<file path="config.mk">
export PLATFORM = sky130hd
export DESIGN_NAME = ffl_flags
export DESIGN_NICKNAME = d
export VERILOG_FILES = /design/src/ffl_pkg.sv /design/src/ffl_therm_cmp.sv /design/src/ffl_flags.sv
export SDC_FILE = /design/constraint.sdc
export NUM_CORES = 1
export LEC_CHECK = 0
export ABC_AREA = 1
export BUFFER_PORTS_ARGS = -buffer_cell sky130_fd_sc_hd__buf_4
export CORE_ASPECT_RATIO = 1.1
export CORE_MARGIN = 2
export CORE_UTILIZATION = 55
export CTS_BUF_LIST = sky130_fd_sc_hd__clkbuf_16
export DETAILED_ROUTE_END_ITERATION = 10
export MAX_ROUTING_LAYER = met4
export PLACE_DENSITY = 0.82
export SYNTH_ARGS = -nofsm -noshare
export SYNTH_HDL_FRONTEND = slang
export SYNTH_HIERARCHICAL = 1
export SYNTH_SLANG_ARGS = --single-unit
export TNS_END_PERCENT = 50
</file>
<file path="constraint.sdc">
create_clock -name clock -period 1.9 [get_ports clock]
set_input_delay 0.38 -clock clock [delete_from_list [all_inputs] [get_ports clock]]
set_output_delay 0.38 -clock clock [all_outputs]
set_load 0.02 [all_outputs]
</file>
<file path="src/ffl_pkg.sv">
/*
 * Shared constants and carrier types for the flash driver fault-flag block.
 * Assumes the two-wire control slave outside this block decodes each
 * register access into a one-cycle read or write strobe with an address.
 */
package ffl_pkg;

   // ==========================================================
   // register offsets
   localparam logic [7:0] FFL_ADDR_THERM_SET = 8'h02;
   localparam logic [7:0] FFL_ADDR_ENABLE = 8'h0a;
   localparam logic [7:0] FFL_ADDR_FLAGS = 8'h0b;

   // ==========================================================
   // reset values
   localparam logic [7:0] FFL_FLAGS_RESET = 8'h00;
   localparam logic [7:0] FFL_THERM_SET_RESET = 8'h00;
   localparam logic [7:0] FFL_ENABLE_RESET = 8'h00;

   // ==========================================================
   // flag bit positions
   localparam int FFL_BIT_TX = 7;
   localparam int FFL_BIT_THERM = 6;
   localparam int FFL_BIT_INPUT_MONITOR = 5;
   localparam int FFL_BIT_UNDERVOLTAGE = 4;
   localparam int FFL_BIT_OVERVOLTAGE = 3;
   localparam int FFL_BIT_SHORT = 2;
   localparam int FFL_BIT_TSD = 1;
   localparam int FFL_BIT_TIMEOUT = 0;

   // faults inhibit operation, the rest only record
   localparam logic [7:0] FFL_FAULT_MASK = 8'h16;

   // ==========================================================
   // control fields
   localparam int FFL_EN_THERM_BIT = 7;
   localparam int FFL_EN_TX_BIT = 6;
   localparam int FFL_THERM_MODE_BIT = 4;
   localparam int FFL_THERM_LVL_LSB = 0;
   localparam int FFL_THERM_LVL_W = 4;

   // ==========================================================
   // carriers
   typedef struct packed {
      logic rd;
      logic wr;
      logic [7:0] addr;
      logic [7:0] wdata;
   } ffl_req_t;

   typedef struct packed {
      logic tx_pin;
      logic input_voltage_flash_monitor;
      logic undervoltage_lockout;
      logic overvoltage_protect;
      logic short_det;
      logic tsd;
      logic timeout;
   } ffl_cond_t;

endpackage

</file>
<file path="src/ffl_therm_cmp.sv">
/*
 * Thermistor trip comparator: sense code against programmed trip level.
 * Assumes the sense code is already sampled on clock and falls as the
 * thermistor heats.
 */
`timescale 1ns/10ps
module ffl_therm_cmp
   import ffl_pkg::*;
(
   // clock and reset
   input wire logic clock,
   input wire logic rst_n,
   // control
   input wire logic enable,
   input wire logic [ffl_pkg::FFL_THERM_LVL_W-1:0] trip_level,
   // sense
   input wire logic [7:0] sense_code,
   // result
   output logic trip
);
   import ffl_pkg::*;

   logic [7:0] threshold;

   // ==========================================================
   // comparator
   // coarse level scaled to the top nibble of the sense range
   assign threshold = {trip_level, 4'h0};

   always_ff @(posedge clock or negedge rst_n) begin
      if (!rst_n) begin
         trip <= 1'b0;
      end else begin
         trip <= enable && (sense_code <= threshold);
      end
   end

   a_trip_compare: assert property (@(posedge clock) disable iff (!rst_n)
      (enable && sense_code <= threshold) |=> trip)
      else $error("thermistor trip not raised below threshold");

   a_trip_disabled: assert property (@(posedge clock) disable iff (!rst_n)
      !enable |=> !trip)
      else $error("thermistor trip raised while disabled");

endmodule

</file>
<file path="src/ffl_flags.sv">
/*
 * Event and fault flag register of the flash driver, with its thermistor
 * comparator, thermistor settings and enable register.
 * Assumes the control-bus slave delivers one-cycle read and write strobes,
 * and that the analog monitors present their conditions as clocked levels.
 */
`timescale 1ns/10ps
module ffl_flags
   import ffl_pkg::*;
(
   // clock and reset
   input wire logic clock,
   input wire logic rst_n,
   // register access
   input wire ffl_pkg::ffl_req_t req,
   output logic [7:0] reg_rdata,
   // conditions
   input wire ffl_pkg::ffl_cond_t cond,
   input wire logic [7:0] temp_sense,
   // control out
   output logic op_inhibit,
   output logic led_current_reduce
);
   import ffl_pkg::*;

   logic [7:0] flags;
   logic [7:0] therm_set;
   logic [7:0] enable_reg;
   logic [7:0] next_flags;
   logic [7:0] set_vec;
   logic therm_trip;
   logic tx_evt;
   logic rd_flags;
   logic therm_normal;

   function automatic logic hit(input ffl_req_t r, input logic [7:0] a);
      hit = r.addr == a;
   endfunction

   // ==========================================================
   // thermistor comparator
   ffl_therm_cmp u_cmp (
      .clock(clock),
      .rst_n(rst_n),
      .enable(enable_reg[FFL_EN_THERM_BIT]),
      .trip_level(therm_set[FFL_THERM_LVL_LSB +: FFL_THERM_LVL_W]),
      .sense_code(temp_sense),
      .trip(therm_trip)
   );

   // ==========================================================
   // flag sources
   assign tx_evt = cond.tx_pin && enable_reg[FFL_EN_TX_BIT];
   assign therm_normal = therm_set[FFL_THERM_MODE_BIT];
   assign rd_flags = req.rd && hit(req, FFL_ADDR_FLAGS);

   always_comb begin
      set_vec = 8'h00;
      set_vec[FFL_BIT_TX] = tx_evt;
      set_vec[FFL_BIT_THERM] = therm_trip;
      set_vec[FFL_BIT_INPUT_MONITOR] = cond.input_voltage_flash_monitor;
      set_vec[FFL_BIT_UNDERVOLTAGE] = cond.undervoltage_lockout;
      set_vec[FFL_BIT_OVERVOLTAGE] = cond.overvoltage_protect;
      set_vec[FFL_BIT_SHORT] = cond.short_det;
      set_vec[FFL_BIT_TSD] = cond.tsd;
      set_vec[FFL_BIT_TIMEOUT] = cond.timeout;
   end

   // a read drops stale bits; live conditions win over the clear
   always_comb begin
      if (rd_flags) begin
         next_flags = set_vec;
      end else begin
         next_flags = flags | set_vec;
      end
   end

   // ==========================================================
   // flag register
   always_ff @(posedge clock or negedge rst_n) begin
      if (!rst_n) begin
         flags <= FFL_FLAGS_RESET;
      end else begin
         flags <= next_flags;
      end
   end

   // only fault bits gate operation; flags merely record
   always_ff @(posedge clock or negedge rst_n) begin
      if (!rst_n) begin
         op_inhibit <= 1'b0;
      end else begin
         op_inhibit <= |(next_flags & FFL_FAULT_MASK);
      end
   end

   // monitor mode reports the trip but leaves the current alone
   always_ff @(posedge clock or negedge rst_n) begin
      if (!rst_n) begin
         led_current_reduce <= 1'b0;
      end else begin
         led_current_reduce <= tx_evt || (therm_trip && therm_normal);
      end
   end

   // ==========================================================
   // control registers
   always_ff @(posedge clock or negedge rst_n) begin
      if (!rst_n) begin
         therm_set <= FFL_THERM_SET_RESET;
         enable_reg <= FFL_ENABLE_RESET;
      end else if (req.wr) begin
         if (hit(req, FFL_ADDR_THERM_SET)) begin
            therm_set <= req.wdata;
         end
         if (hit(req, FFL_ADDR_ENABLE)) begin
            enable_reg <= req.wdata;
         end
      end
   end

   // ==========================================================
   // read data, held until the next read
   always_ff @(posedge clock or negedge rst_n) begin
      if (!rst_n) begin
         reg_rdata <= 8'h00;
      end else if (req.rd) begin
         case (req.addr)
            FFL_ADDR_FLAGS: begin
               reg_rdata <= flags;
            end
            FFL_ADDR_THERM_SET: begin
               reg_rdata <= therm_set;
            end
            FFL_ADDR_ENABLE: begin
               reg_rdata <= enable_reg;
            end
            default: begin
               reg_rdata <= 8'h00;
            end
         endcase
      end
   end

   // ==========================================================
   // checks
   a_read_snapshot: assert property (@(posedge clock) disable iff (!rst_n)
      rd_flags |=> reg_rdata == $past(flags))
      else $error("flag read did not return latched flags");

   a_input_monitor_sets: assert property (@(posedge clock) disable iff (!rst_n)
      cond.input_voltage_flash_monitor |=> flags[FFL_BIT_INPUT_MONITOR])
      else $error("input monitor flag not set");

   a_overvoltage_sets: assert property (@(posedge clock) disable iff (!rst_n)
      cond.overvoltage_protect |=> flags[FFL_BIT_OVERVOLTAGE])
      else $error("overvoltage flag not set");

   a_tsd_fault: assert property (@(posedge clock) disable iff (!rst_n)
      cond.tsd |=> flags[FFL_BIT_TSD] && op_inhibit)
      else $error("thermal shutdown did not inhibit");

   a_fault_holds: assert property (@(posedge clock) disable iff (!rst_n)
      (op_inhibit && !rd_flags) |=> op_inhibit)
      else $error("inhibit released without a flag read");

   a_flag_free: assert property (@(posedge clock) disable iff (!rst_n)
      ((flags & FFL_FAULT_MASK) == 8'h00) |-> !op_inhibit)
      else $error("non-fault flag inhibited operation");

   a_reassert: assert property (@(posedge clock) disable iff (!rst_n)
      (rd_flags && cond.tsd) |=> flags[FFL_BIT_TSD] && op_inhibit)
      else $error("persisting fault lost on read");

   a_therm_flag: assert property (@(posedge clock) disable iff (!rst_n)
      therm_trip |=> flags[FFL_BIT_THERM])
      else $error("thermistor flag not set");

   a_monitor_mode: assert property (@(posedge clock) disable iff (!rst_n)
      (therm_trip && !therm_normal && !tx_evt) |=> !led_current_reduce)
      else $error("monitor mode changed current");

   a_tx_gate: assert property (@(posedge clock) disable iff (!rst_n)
      (cond.tx_pin && !enable_reg[FFL_EN_TX_BIT] && !flags[FFL_BIT_TX] && !rd_flags)
      |=> !flags[FFL_BIT_TX])
      else $error("disabled transmit pin set its flag");

   a_read_clears: assert property (@(posedge clock) disable iff (!rst_n)
      (rd_flags && set_vec == 8'h00) |=> (flags == 8'h00) && !op_inhibit)
      else $error("read did not clear ended conditions");

   // an enabled transmit event must show in its flag and in the current reduction one cycle later
   a_tx_sets: assert property (@(posedge clock) disable iff (!rst_n)
      tx_evt |=> flags[FFL_BIT_TX] && led_current_reduce)
      else $error("enabled transmit event not recorded");

   a_event_no_block: assert property (@(posedge clock) disable iff (!rst_n)
      (((set_vec & FFL_FAULT_MASK) == 8'h00) && ((flags & FFL_FAULT_MASK) == 8'h00)) |=> !op_inhibit)
      else $error("event flag blocked operation");

   a_short_fault: assert property (@(posedge clock) disable iff (!rst_n)
      cond.short_det |=> flags[FFL_BIT_SHORT] && op_inhibit)
      else $error("short fault did not inhibit");

   a_undervoltage_fault: assert property (@(posedge clock) disable iff (!rst_n)
      cond.undervoltage_lockout |=> flags[FFL_BIT_UNDERVOLTAGE] && op_inhibit)
      else $error("undervoltage fault did not inhibit");

   a_therm_reduce: assert property (@(posedge clock) disable iff (!rst_n)
      (therm_trip && therm_normal) |=> led_current_reduce)
      else $error("normal mode trip did not reduce current");

   a_rdata_holds: assert property (@(posedge clock) disable iff (!rst_n)
      !req.rd |=> $stable(reg_rdata))
      else $error("read data changed without a read");

endmodule

</file>
==> flow_metrics.env, run 1 <==
export IMPL_status="finished, final reports clean"
export IMPL_fin_ws_ns=0.544
export IMPL_grt_overflow_total=0
export IMPL_post_cts_setup_buffer_count=0
export IMPL_drt_wl_total_um=3780
export IMPL_viasPerCell=5.17
export IMPL_setup_tns_ns=0
export IMPL_path_clk_slew_ns=0.05
export IMPL_nNetsFinal=294
export IMPL_clock_sinks=35
export IMPL_grtUsageMet3_pct=5.75
export IMPL_final_layout_size_suffix_gt1_share_pct=26.6
export IMPL_endpoint_kind="flop"
export IMPL_holdBufCountCts=0
export IMPL_grt_use_met1_pct=29.1
export IMPL_fin_crit_ns=1.36
export IMPL_arrival_ns=1.50
export IMPL_ys_seq_elements=35
export IMPL_die_x_um=57.8
export IMPL_cts_made_buffers=5
export IMPL_synthSimpleGateAreaFrac_pct=28.7
export IMPL_setup_viol=0
export IMPL_leakagePower_nw=1.18
export IMPL_fin_crit_sh_pct=71.4
export IMPL_yosys_area_share_xor_xnor_pct=0
export IMPL_cts_resized_gates=0
export IMPL_rsz0062_at_grt="no"
export IMPL_ant_nets=0
export IMPL_grt_pass1_wl_um=6580
export IMPL_worst_slew_pin_slew_ns=0.441
export IMPL_pin_count=45
export IMPL_synthCells=208
export IMPL_antenna_found_initial=0
export IMPL_numPortBuffers=44
export IMPL_yosys_top_cells_area="dfrtp_1 (50%), nand2_1 (12%), nand3_1 (9.7%)"
export IMPL_synth_async_sr_flop_share_pct=100
export IMPL_hold_viol=0
export IMPL_floorplan_initialDensity_pct=57.6
export IMPL_hold_class="in2async"
export IMPL_ys_types=22
export IMPL_dr_pass1_iters=4
export IMPL_cap_viol_max_count=0
export IMPL_postSynthNetCount=247
export IMPL_critPathLaunchType="input port"
export IMPL_cts_buffer_depth=2
export IMPL_busiest_layer="met2"
export IMPL_slew_headroom_pct=70.6
export IMPL_synth_warnings=6
export IMPL_synth_compound_area_share_pct=7.92
export IMPL_num_rows=21
export IMPL_clock_skew_ns=0.00237
export IMPL_vdd_drop_max_uv=711
export IMPL_n_antenna_cell=0
export IMPL_dpl_worst_slack_ns=0.243
export IMPL_place_hpwl_um=2820
export IMPL_cp_max_fo=16
export IMPL_core_area_mm2=0.00305
export IMPL_synth_top_area_share_pct=49.9
export IMPL_grt_total_usage_pct=24.6
export IMPL_routedWlPerCell_um=13.0
export IMPL_required_ns=2.05
export IMPL_synth_ff_type="dfrtp_1"
export IMPL_use_met2_pct=39.9
export IMPL_synthMuxAreaShare_pct=0
export IMPL_areaGrowthSynthToFinish_pct=27.0
export IMPL_syn_area_per_cell_um2=8.43
export IMPL_vias=1498
export IMPL_clk_latency_ns=0.27
export IMPL_drc=0
export IMPL_gp_congestion=0.760
export IMPL_ys_seq_area_share_pct=49.9
export IMPL_critPathKind="in2reg"
export IMPL_synth_top_family_by_area="simple AND/OR/NAND/NOR gates"
export IMPL_power_density_mw_per_mm2=766
export IMPL_grt_max_degree=36
export IMPL_synthAdderAreaFrac_pct=2.85
export IMPL_startpoint="req[14]"
export IMPL_root_buffer="clkbuf_16"
export IMPL_drt_iter0_drc=67
export IMPL_yosysTopAreaCell="dfrtp_1"
export IMPL_fmax_ghz=0.737
export IMPL_cts_max_level=2
export IMPL_r2r_start="therm_set[1]$_DFFE_PN0P_"
export IMPL_synth_edf_count=0
export IMPL_dieHeight_um=63.2
export IMPL_final_max_slew_violation_count=0
export IMPL_cts_tree="done"
export IMPL_syn_area_mm2=0.00175
export IMPL_first_global_vias=1496
export IMPL_die_area_mm2=0.00366
## worst max-delay path, cell delays in order
cell and delay, ns:
buf_4 0.10, inv_1 0.04, nand2_1 0.08, nor2_4 0.32
nand3_2 0.24, a21oi_1 0.24, nand3_1 0.10
## final cells by class
cell class                 instances  area [µm²]
tap                               34        42.5
timing repair buffer              46         345
inverter                          36         135
clock inverter                     3        11.3
clock buffer                       5         125
sequential                        35         876
fill                             246         821
multi-input combinational        131         692
## cell usage after synthesis (2+ instances only)
master   number
nor2_1        3
a21oi_1       4
inv_1        33
nand2_2       5
nand3_1      34
buf_6         2
nand2_1      54
inv_2         3
nor2_4        3
buf_2         2
a21o_1        3
o21ai_2       2
dfrtp_1      35
o21ai_1      14
ha_1          4
## where the power goes
| part | switching [W] | leakage, nW | internal, W |
|---|---|---|---|
| Combinational | 0.0000898 | 0.707 | 0.0000807 |
| Clock | 0.000271 | 0.0701 | 0.000470 |
| Sequential | 0.0000193 | 0.400 | 0.000774 |
## path summary, 6_finish.rpt
kind / endpoint / slack (ns) / cells after the start
worst max register to register: u_cmp/trip$_DFF_PN0_ / 0.71 / 6
worst min-delay path: reg_rdata[4]$_DFFE_PN0P_ / 0.05 / 1
max in group asynchronous: u_cmp/trip$_DFF_PN0_ / 1.54 / 1
worst max-delay path: op_inhibit$_DFF_PN0_ / 0.54 / 7
min in group clock: flags[0]$_DFF_PN0_ / 0.28 / 2
worst min register to register: flags[6]$_DFF_PN0_ / 0.46 / 2
## stage by stage
stage	util (%)	cell area (µm²)	hold WS, ns	total power (W)	instances
after global routing	73.1	2230	0.0839	0.00177	290
after floorplan	-	1750	0.0844	0.000878	208
after global placement	68.6	2090	0.353	0.000971	282
after detailed placement	68.6	2090	0.352	0.000976	282
final	73.1	2230	0.0459	0.00171	290
after CTS	73.1	2230	0.0640	0.00172	290
## per-layer routing
metal  up-vias  wire (µm)
met2        52       1910
met4         0         78
met5         -          0
li1        749          -
met1       687       1540
met3        10        245
## cell families (layout without fill, tap and decap cells)
family                     after synthesis  count (layout)
AOI/OAI and AO/OA                       24              24
adders and majority gates                4               4
buffers and inverters                   42              90
DFF                                     35              35
and+or+nand+nor                        103             103
## placed cells by master, fill, tap and decap left out, drive strengths merged
| master | synthesis | routed |
|---|---|---|
| a21o | 3 | 3 |
| buf | 6 | 46 |
| ha | 4 | 4 |
| dfrtp | 35 | 35 |
| clkbuf | 0 | 5 |
| nor2 | 7 | 7 |
| nand3 | 36 | 36 |
| nand2 | 59 | 59 |
| and3 | 1 | 1 |
| a21oi | 5 | 5 |
| inv | 36 | 37 |
| clkinv | 0 | 2 |
| o21ai | 16 | 16 |
(Power assumes the default switching activity.)
==> inputs of run 2 (changes only) <==
CORE_UTILIZATION = 52   (was 55)
PLACE_DENSITY = 0.79   (was 0.82)
clock period = 1.4 ns   (was 1.9 ns; I/O delays follow)
==> flow_metrics.env, run 2 (synthesis results as in run 1) <==
export IMPL_slowest_delay_ns=0.38
export IMPL_slew_headroom_pct=71.5
export IMPL_drc=0
export IMPL_hold_viol=0
export IMPL_place_hpwl_um=2570
export IMPL_ant_nets=0
export IMPL_grt_pass1_wl_um=6200
export IMPL_drt_iter0_drc=38
export IMPL_fin_crit_ns=1.20
export IMPL_setup_tns_ns=0
export IMPL_leakagePower_nw=1.21
export IMPL_areaGrowthSynthToFinish_pct=29.7
export IMPL_worst_slew_pin_slew_ns=0.428
export IMPL_hold_class="in2reg"
export IMPL_dieHeight_um=64.9
export IMPL_cts_max_level=2
export IMPL_clk_latency_ns=0.27
export IMPL_pwr_share_seq_pct=46.2
export IMPL_endpoint_kind="flop"
export IMPL_dr_pass1_iters=4
export IMPL_routedWlPerCell_um=11.9
export IMPL_netSwitchingPower_w=0.000529
export IMPL_grt_overflow_total=0
export IMPL_hp_start="cond[5]"
export IMPL_swShare_pct=22.7
export IMPL_die_x_um=59.4
export IMPL_clockPowerShare_pct=43.8
export IMPL_rsz0062_at_grt="no"
export IMPL_setup_viol=0
export IMPL_cts_tree="done"
export IMPL_power_frac_comb_pct=10.0
export IMPL_startpoint="therm_set[3]$_DFFE_PN0P_"
export IMPL_vdd_drop_max_uv=711
export IMPL_final_max_slew_violation_count=0
export IMPL_nNetsFinal=298
export IMPL_critPathKind="reg2reg"
export IMPL_final_layout_size_suffix_gt1_share_pct=27.7
export IMPL_path_cells="inv_1 -> ha_1 -> nand2_1 -> nor2_1 -> nand3_1 -> a21oi_2"
export IMPL_cap_viol_max_count=0
export IMPL_r2r_start="therm_set[3]$_DFFE_PN0P_"
export IMPL_arrival_ns=1.41
export IMPL_power_w=0.00233
export IMPL_final_common_cell="nand2_1"
export IMPL_cpMaxStageDelayCell="dfrtp_1"
export IMPL_power_density_mw_per_mm2=1030
export IMPL_die_area_mm2=0.00385
export IMPL_status="finished, final reports clean"
export IMPL_grt_total_usage_pct=22.4
export IMPL_antenna_found_initial=0
export IMPL_p_int_w=0.00180
export IMPL_required_ns=1.61
export IMPL_most_common_layout_cells="nand2_1 (54), buf_4 (48), inv_1 (35), dfrtp_1 (35), nand3_1 (34)"
export IMPL_fmax_ghz=0.833
export IMPL_cts_buffer_depth=2
export IMPL_n_antenna_cell=0
export IMPL_pin_count=45
export IMPL_drt_wl_total_um=3520
export IMPL_gp_congestion=0.795
export IMPL_critPathLaunchType="flop"
export IMPL_core_area_mm2=0.00328
export IMPL_numPortBuffers=44
export IMPL_num_rows=22
export IMPL_floorplan_initialDensity_pct=53.6
export IMPL_fin_crit_sh_pct=85.8
export IMPL_vias=1447
export IMPL_clock_skew_ns=0.000766
export IMPL_cts_made_buffers=5
export IMPL_cp_max_fo=3
export IMPL_grt_max_degree=36
export IMPL_viasPerCell=4.89
export IMPL_first_global_vias=1376
export IMPL_root_buffer="clkbuf_16"
export IMPL_clock_sinks=35
export IMPL_post_cts_setup_buffer_count=0
export IMPL_path_clk_slew_ns=0.05
==> run 2: cell count changes in the layout (fill, tap and decap cells not counted) <==
cell and delta:
dlygate4sd3_1 +1, inv_1 +1, buf_12 +1, clkinv_2 +1
buf_4 +2, clkinv_1 -2
==> run 2: path summary, 6_finish.rpt <==
path | to | cells past startpoint | slack, ns
worst min register to register | flags[6]$_DFF_PN0_ | 2 | 0.47
min in group asynchronous | flags[6]$_DFF_PN0_ | 2 | 0.50
worst max-delay path | u_cmp/trip$_DFF_PN0_ | 6 | 0.20
max in group asynchronous | enable_reg[4]$_DFFE_PN0P_ | 2 | 0.60
worst max register to register | u_cmp/trip$_DFF_PN0_ | 6 | 0.20
worst min-delay path | flags[5]$_DFF_PN0_ | 2 | 0.19
==> run 2: layout make-up <==
type	instances	area [µm²]
repair buffers	50	390
clock inverters	3	12.5
flip-flops and latches	35	876
multi-input cells	131	692
inverters	36	135
clock buffers	5	125
fillers	279	1000
well taps	36	45.0
==> run 2: timing repair <==
action	4_1_cts	5_1_grt
hold buffers	1	0
hold endpoints to repair	35	0
resized for setup	0	0
==> run 2: power groups by stage <==
stage	Sequential [W]	Combinational (W)	Clock [W]
CTS	0.00108	0.000237	0.00104
floorplan	0.00109	0.000103	0
global route	0.00108	0.000268	0.00109
global placement	0.00109	0.000226	0
detailed placement	0.00109	0.000231	0
finish	0.00108	0.000232	0.00102
==> run 2: metrics by stage <==
stage / utilization (%) / cells / instance area [µm²] / setup WS [ns] / hold WS [ns]
after floorplan: - / 208 / 1750 / 0.238 / -0.0156
after global placement: 65.0 / 287 / 2130 / 0.0369 / 0.247
after detailed placement: 65.0 / 287 / 2130 / 0.00177 / 0.250
after CTS: 69.5 / 296 / 2280 / 0.181 / 0.186
after global routing: 69.5 / 296 / 2280 / 0.0618 / 0.186
final: 69.5 / 296 / 2280 / 0.199 / 0.187
==> run 2: worst max-delay path, delay by kind of cell (launching register included) <==
| family | cells | cell delay (ns) |
|---|---|---|
| AO/OA/AOI/OAI | 1 | 0.14 |
| adder cells (fa/ha/maj) | 1 | 0.29 |
| AND/OR/NAND/NOR | 3 | 0.26 |
| buffers and inverters | 1 | 0.06 |
| flip-flops | 1 | 0.38 |
==> run 2: routing by layer <==
| layer | track usage (%) | share of wire [%] |
|---|---|---|
| met5 | - | 0 |
| met4 | 8.52 | 1.8 |
| met2 | 33.2 | 48 |
| met1 | 29.4 | 46 |
| met3 | 5.39 | 4.0 |
==> inputs of run 3 (changes only) <==
PLACE_DENSITY = 0.82   (was 0.79)
==> flow_metrics.env, run 3 (synthesis results as in run 1) <==
export IMPL_status="finished, final reports clean"
export IMPL_die_area_mm2=0.00385
export IMPL_fmax_ghz=0.833
export IMPL_cts_buffer_depth=2
export IMPL_fin_crit_sh_pct=85.8
export IMPL_final_layout_size_suffix_gt1_share_pct=28.0
export IMPL_most_common_layout_cells="nand2_1 (54), buf_4 (49), inv_1 (35), dfrtp_1 (35), nand3_1 (34)"
export IMPL_hold_worst_slack_ns=0.180
export IMPL_die_x_um=59.4
export IMPL_n_antenna_cell=0
export IMPL_cts_resized_gates=0
export IMPL_drt_wl_total_um=3550
export IMPL_leakagePower_nw=1.21
export IMPL_place_hpwl_um=2700
export IMPL_gp_congestion=0.798
export IMPL_viasPerCell=5.00
export IMPL_arrival_ns=1.41
export IMPL_pin_count=45
export IMPL_grt_use_met1_pct=26.9
export IMPL_path_cells="inv_1 -> ha_1 -> nand2_1 -> nor2_1 -> nand3_1 -> a21oi_2"
export IMPL_fin_crit_ns=1.20
export IMPL_drt_iter0_drc=45
export IMPL_grt_total_usage_pct=21.7
export IMPL_root_buffer="clkbuf_16"
export IMPL_grt_max_degree=36
export IMPL_dieHeight_um=64.9
export IMPL_post_cts_setup_buffer_count=0
export IMPL_drc=0
export IMPL_setup_viol=0
export IMPL_vias=1484
export IMPL_holdBufCountCts=1
export IMPL_grtUsageMet3_pct=4.99
export IMPL_floorplan_initialDensity_pct=53.6
export IMPL_endpoint_kind="flop"
export IMPL_cp_max_fo=3
export IMPL_nNetsFinal=299
export IMPL_grt_pass1_wl_um=5960
export IMPL_cts_tree="done"
export IMPL_core_area_mm2=0.00328
export IMPL_path_buf_inv=1
export IMPL_fin_ws_ns=0.199
export IMPL_slowest_delay_ns=0.39
export IMPL_placed_cells=288
export IMPL_dpl_worst_slack_ns=0.0247
export IMPL_grt_overflow_total=0
export IMPL_final_area_mm2=0.00228
export IMPL_cap_viol_max_count=0
export IMPL_final_common_cell="nand2_1"
export IMPL_first_global_vias=1322
export IMPL_use_met2_pct=33.0
export IMPL_critPathLaunchType="flop"
export IMPL_areaGrowthSynthToFinish_pct=30.2
export IMPL_dr_pass1_iters=4
export IMPL_critical_path_top_delay_family="flip-flops"
export IMPL_fin_cells=297
export IMPL_rsz0062_at_grt="no"
export IMPL_clk_latency_ns=0.27
export IMPL_ant_nets=0
export IMPL_hold_class="in2reg"
export IMPL_setup_tns_ns=0
export IMPL_final_max_slew_violation_count=0
export IMPL_cts_made_buffers=5
export IMPL_cpMaxStageDelayCell="dfrtp_1"
export IMPL_routedWlPerCell_um=11.9
export IMPL_cts_max_level=2
export IMPL_slew_headroom_pct=71.5
export IMPL_num_rows=22
export IMPL_required_ns=1.61
export IMPL_path_clk_slew_ns=0.05
export IMPL_power_density_mw_per_mm2=1020
export IMPL_fillers=272
export IMPL_antenna_found_initial=0
export IMPL_vdd_drop_max_uv=782
export IMPL_post_dp_cell_area_mm2=0.00214
export IMPL_numPortBuffers=44
export IMPL_critPathKind="reg2reg"
export IMPL_worst_slew_pin_slew_ns=0.428
export IMPL_busiest_layer="met2"
export IMPL_hold_viol=0
export IMPL_clock_skew_ns=0.00326
export IMPL_clock_sinks=35
[run 3: final timing paths]
path / startpoint / endpoint / slack (ns) / depth (start not counted)
setup / recovery: therm_set[3]$_DFFE_PN0P_ / u_cmp/trip$_DFF_PN0_ / 0.20 / 6
hold / removal: cond[0] / flags[0]$_DFF_PN0_ / 0.18 / 2
setup reg to reg: therm_set[3]$_DFFE_PN0P_ / u_cmp/trip$_DFF_PN0_ / 0.20 / 6
hold reg to reg: u_cmp/trip$_DFF_PN0_ / flags[6]$_DFF_PN0_ / 0.46 / 2
max in group asynchronous: rst_n / enable_reg[3]$_DFFE_PN0P_ / 0.58 / 2
min in group asynchronous: rst_n / flags[1]$_DFF_PN0_ / 0.51 / 2
[run 3: final cells by class]
cell class	instances	area [µm²]	share of cell area (%)
Tap cell	36	45.0	1.97
Clock buffer	5	125	5.48
Clock inverter	3	12.5	0.548
Timing Repair Buffer	51	398	17.4
Inverter	36	135	5.92
Multi-Input combinational cell	131	692	30.3
Sequential cell	35	876	38.4
[run 3: report_power, final]
| group | leakage [nW] | internal, W | switching, W |
|---|---|---|---|
| clock network | 0.0762 | 0.000641 | 0.000375 |
| registers | 0.400 | 0.00105 | 0.0000278 |
| logic | 0.734 | 0.000114 | 0.000120 |
| total | 1.21 | 0.00180 | 0.000523 |
[run 3: metrics by stage]
step,power [W],utilization (%)
floorplan,0.00119,-
global route,0.00244,69.7
detailed placement,0.00133,65.2
finish,0.00233,69.7
CTS,0.00236,69.7
global placement,0.00132,65.2
[run 3: metal layers]
metal / part of all wire [%] / routed length (µm) / vias to the layer above
met5: 0 / 0 / -
li1: - / - / 760
met2: 49 / 1740 / 40
met3: 4.8 / 170 / 6
met4: 2.3 / 80 / 0
met1: 44 / 1560 / 678
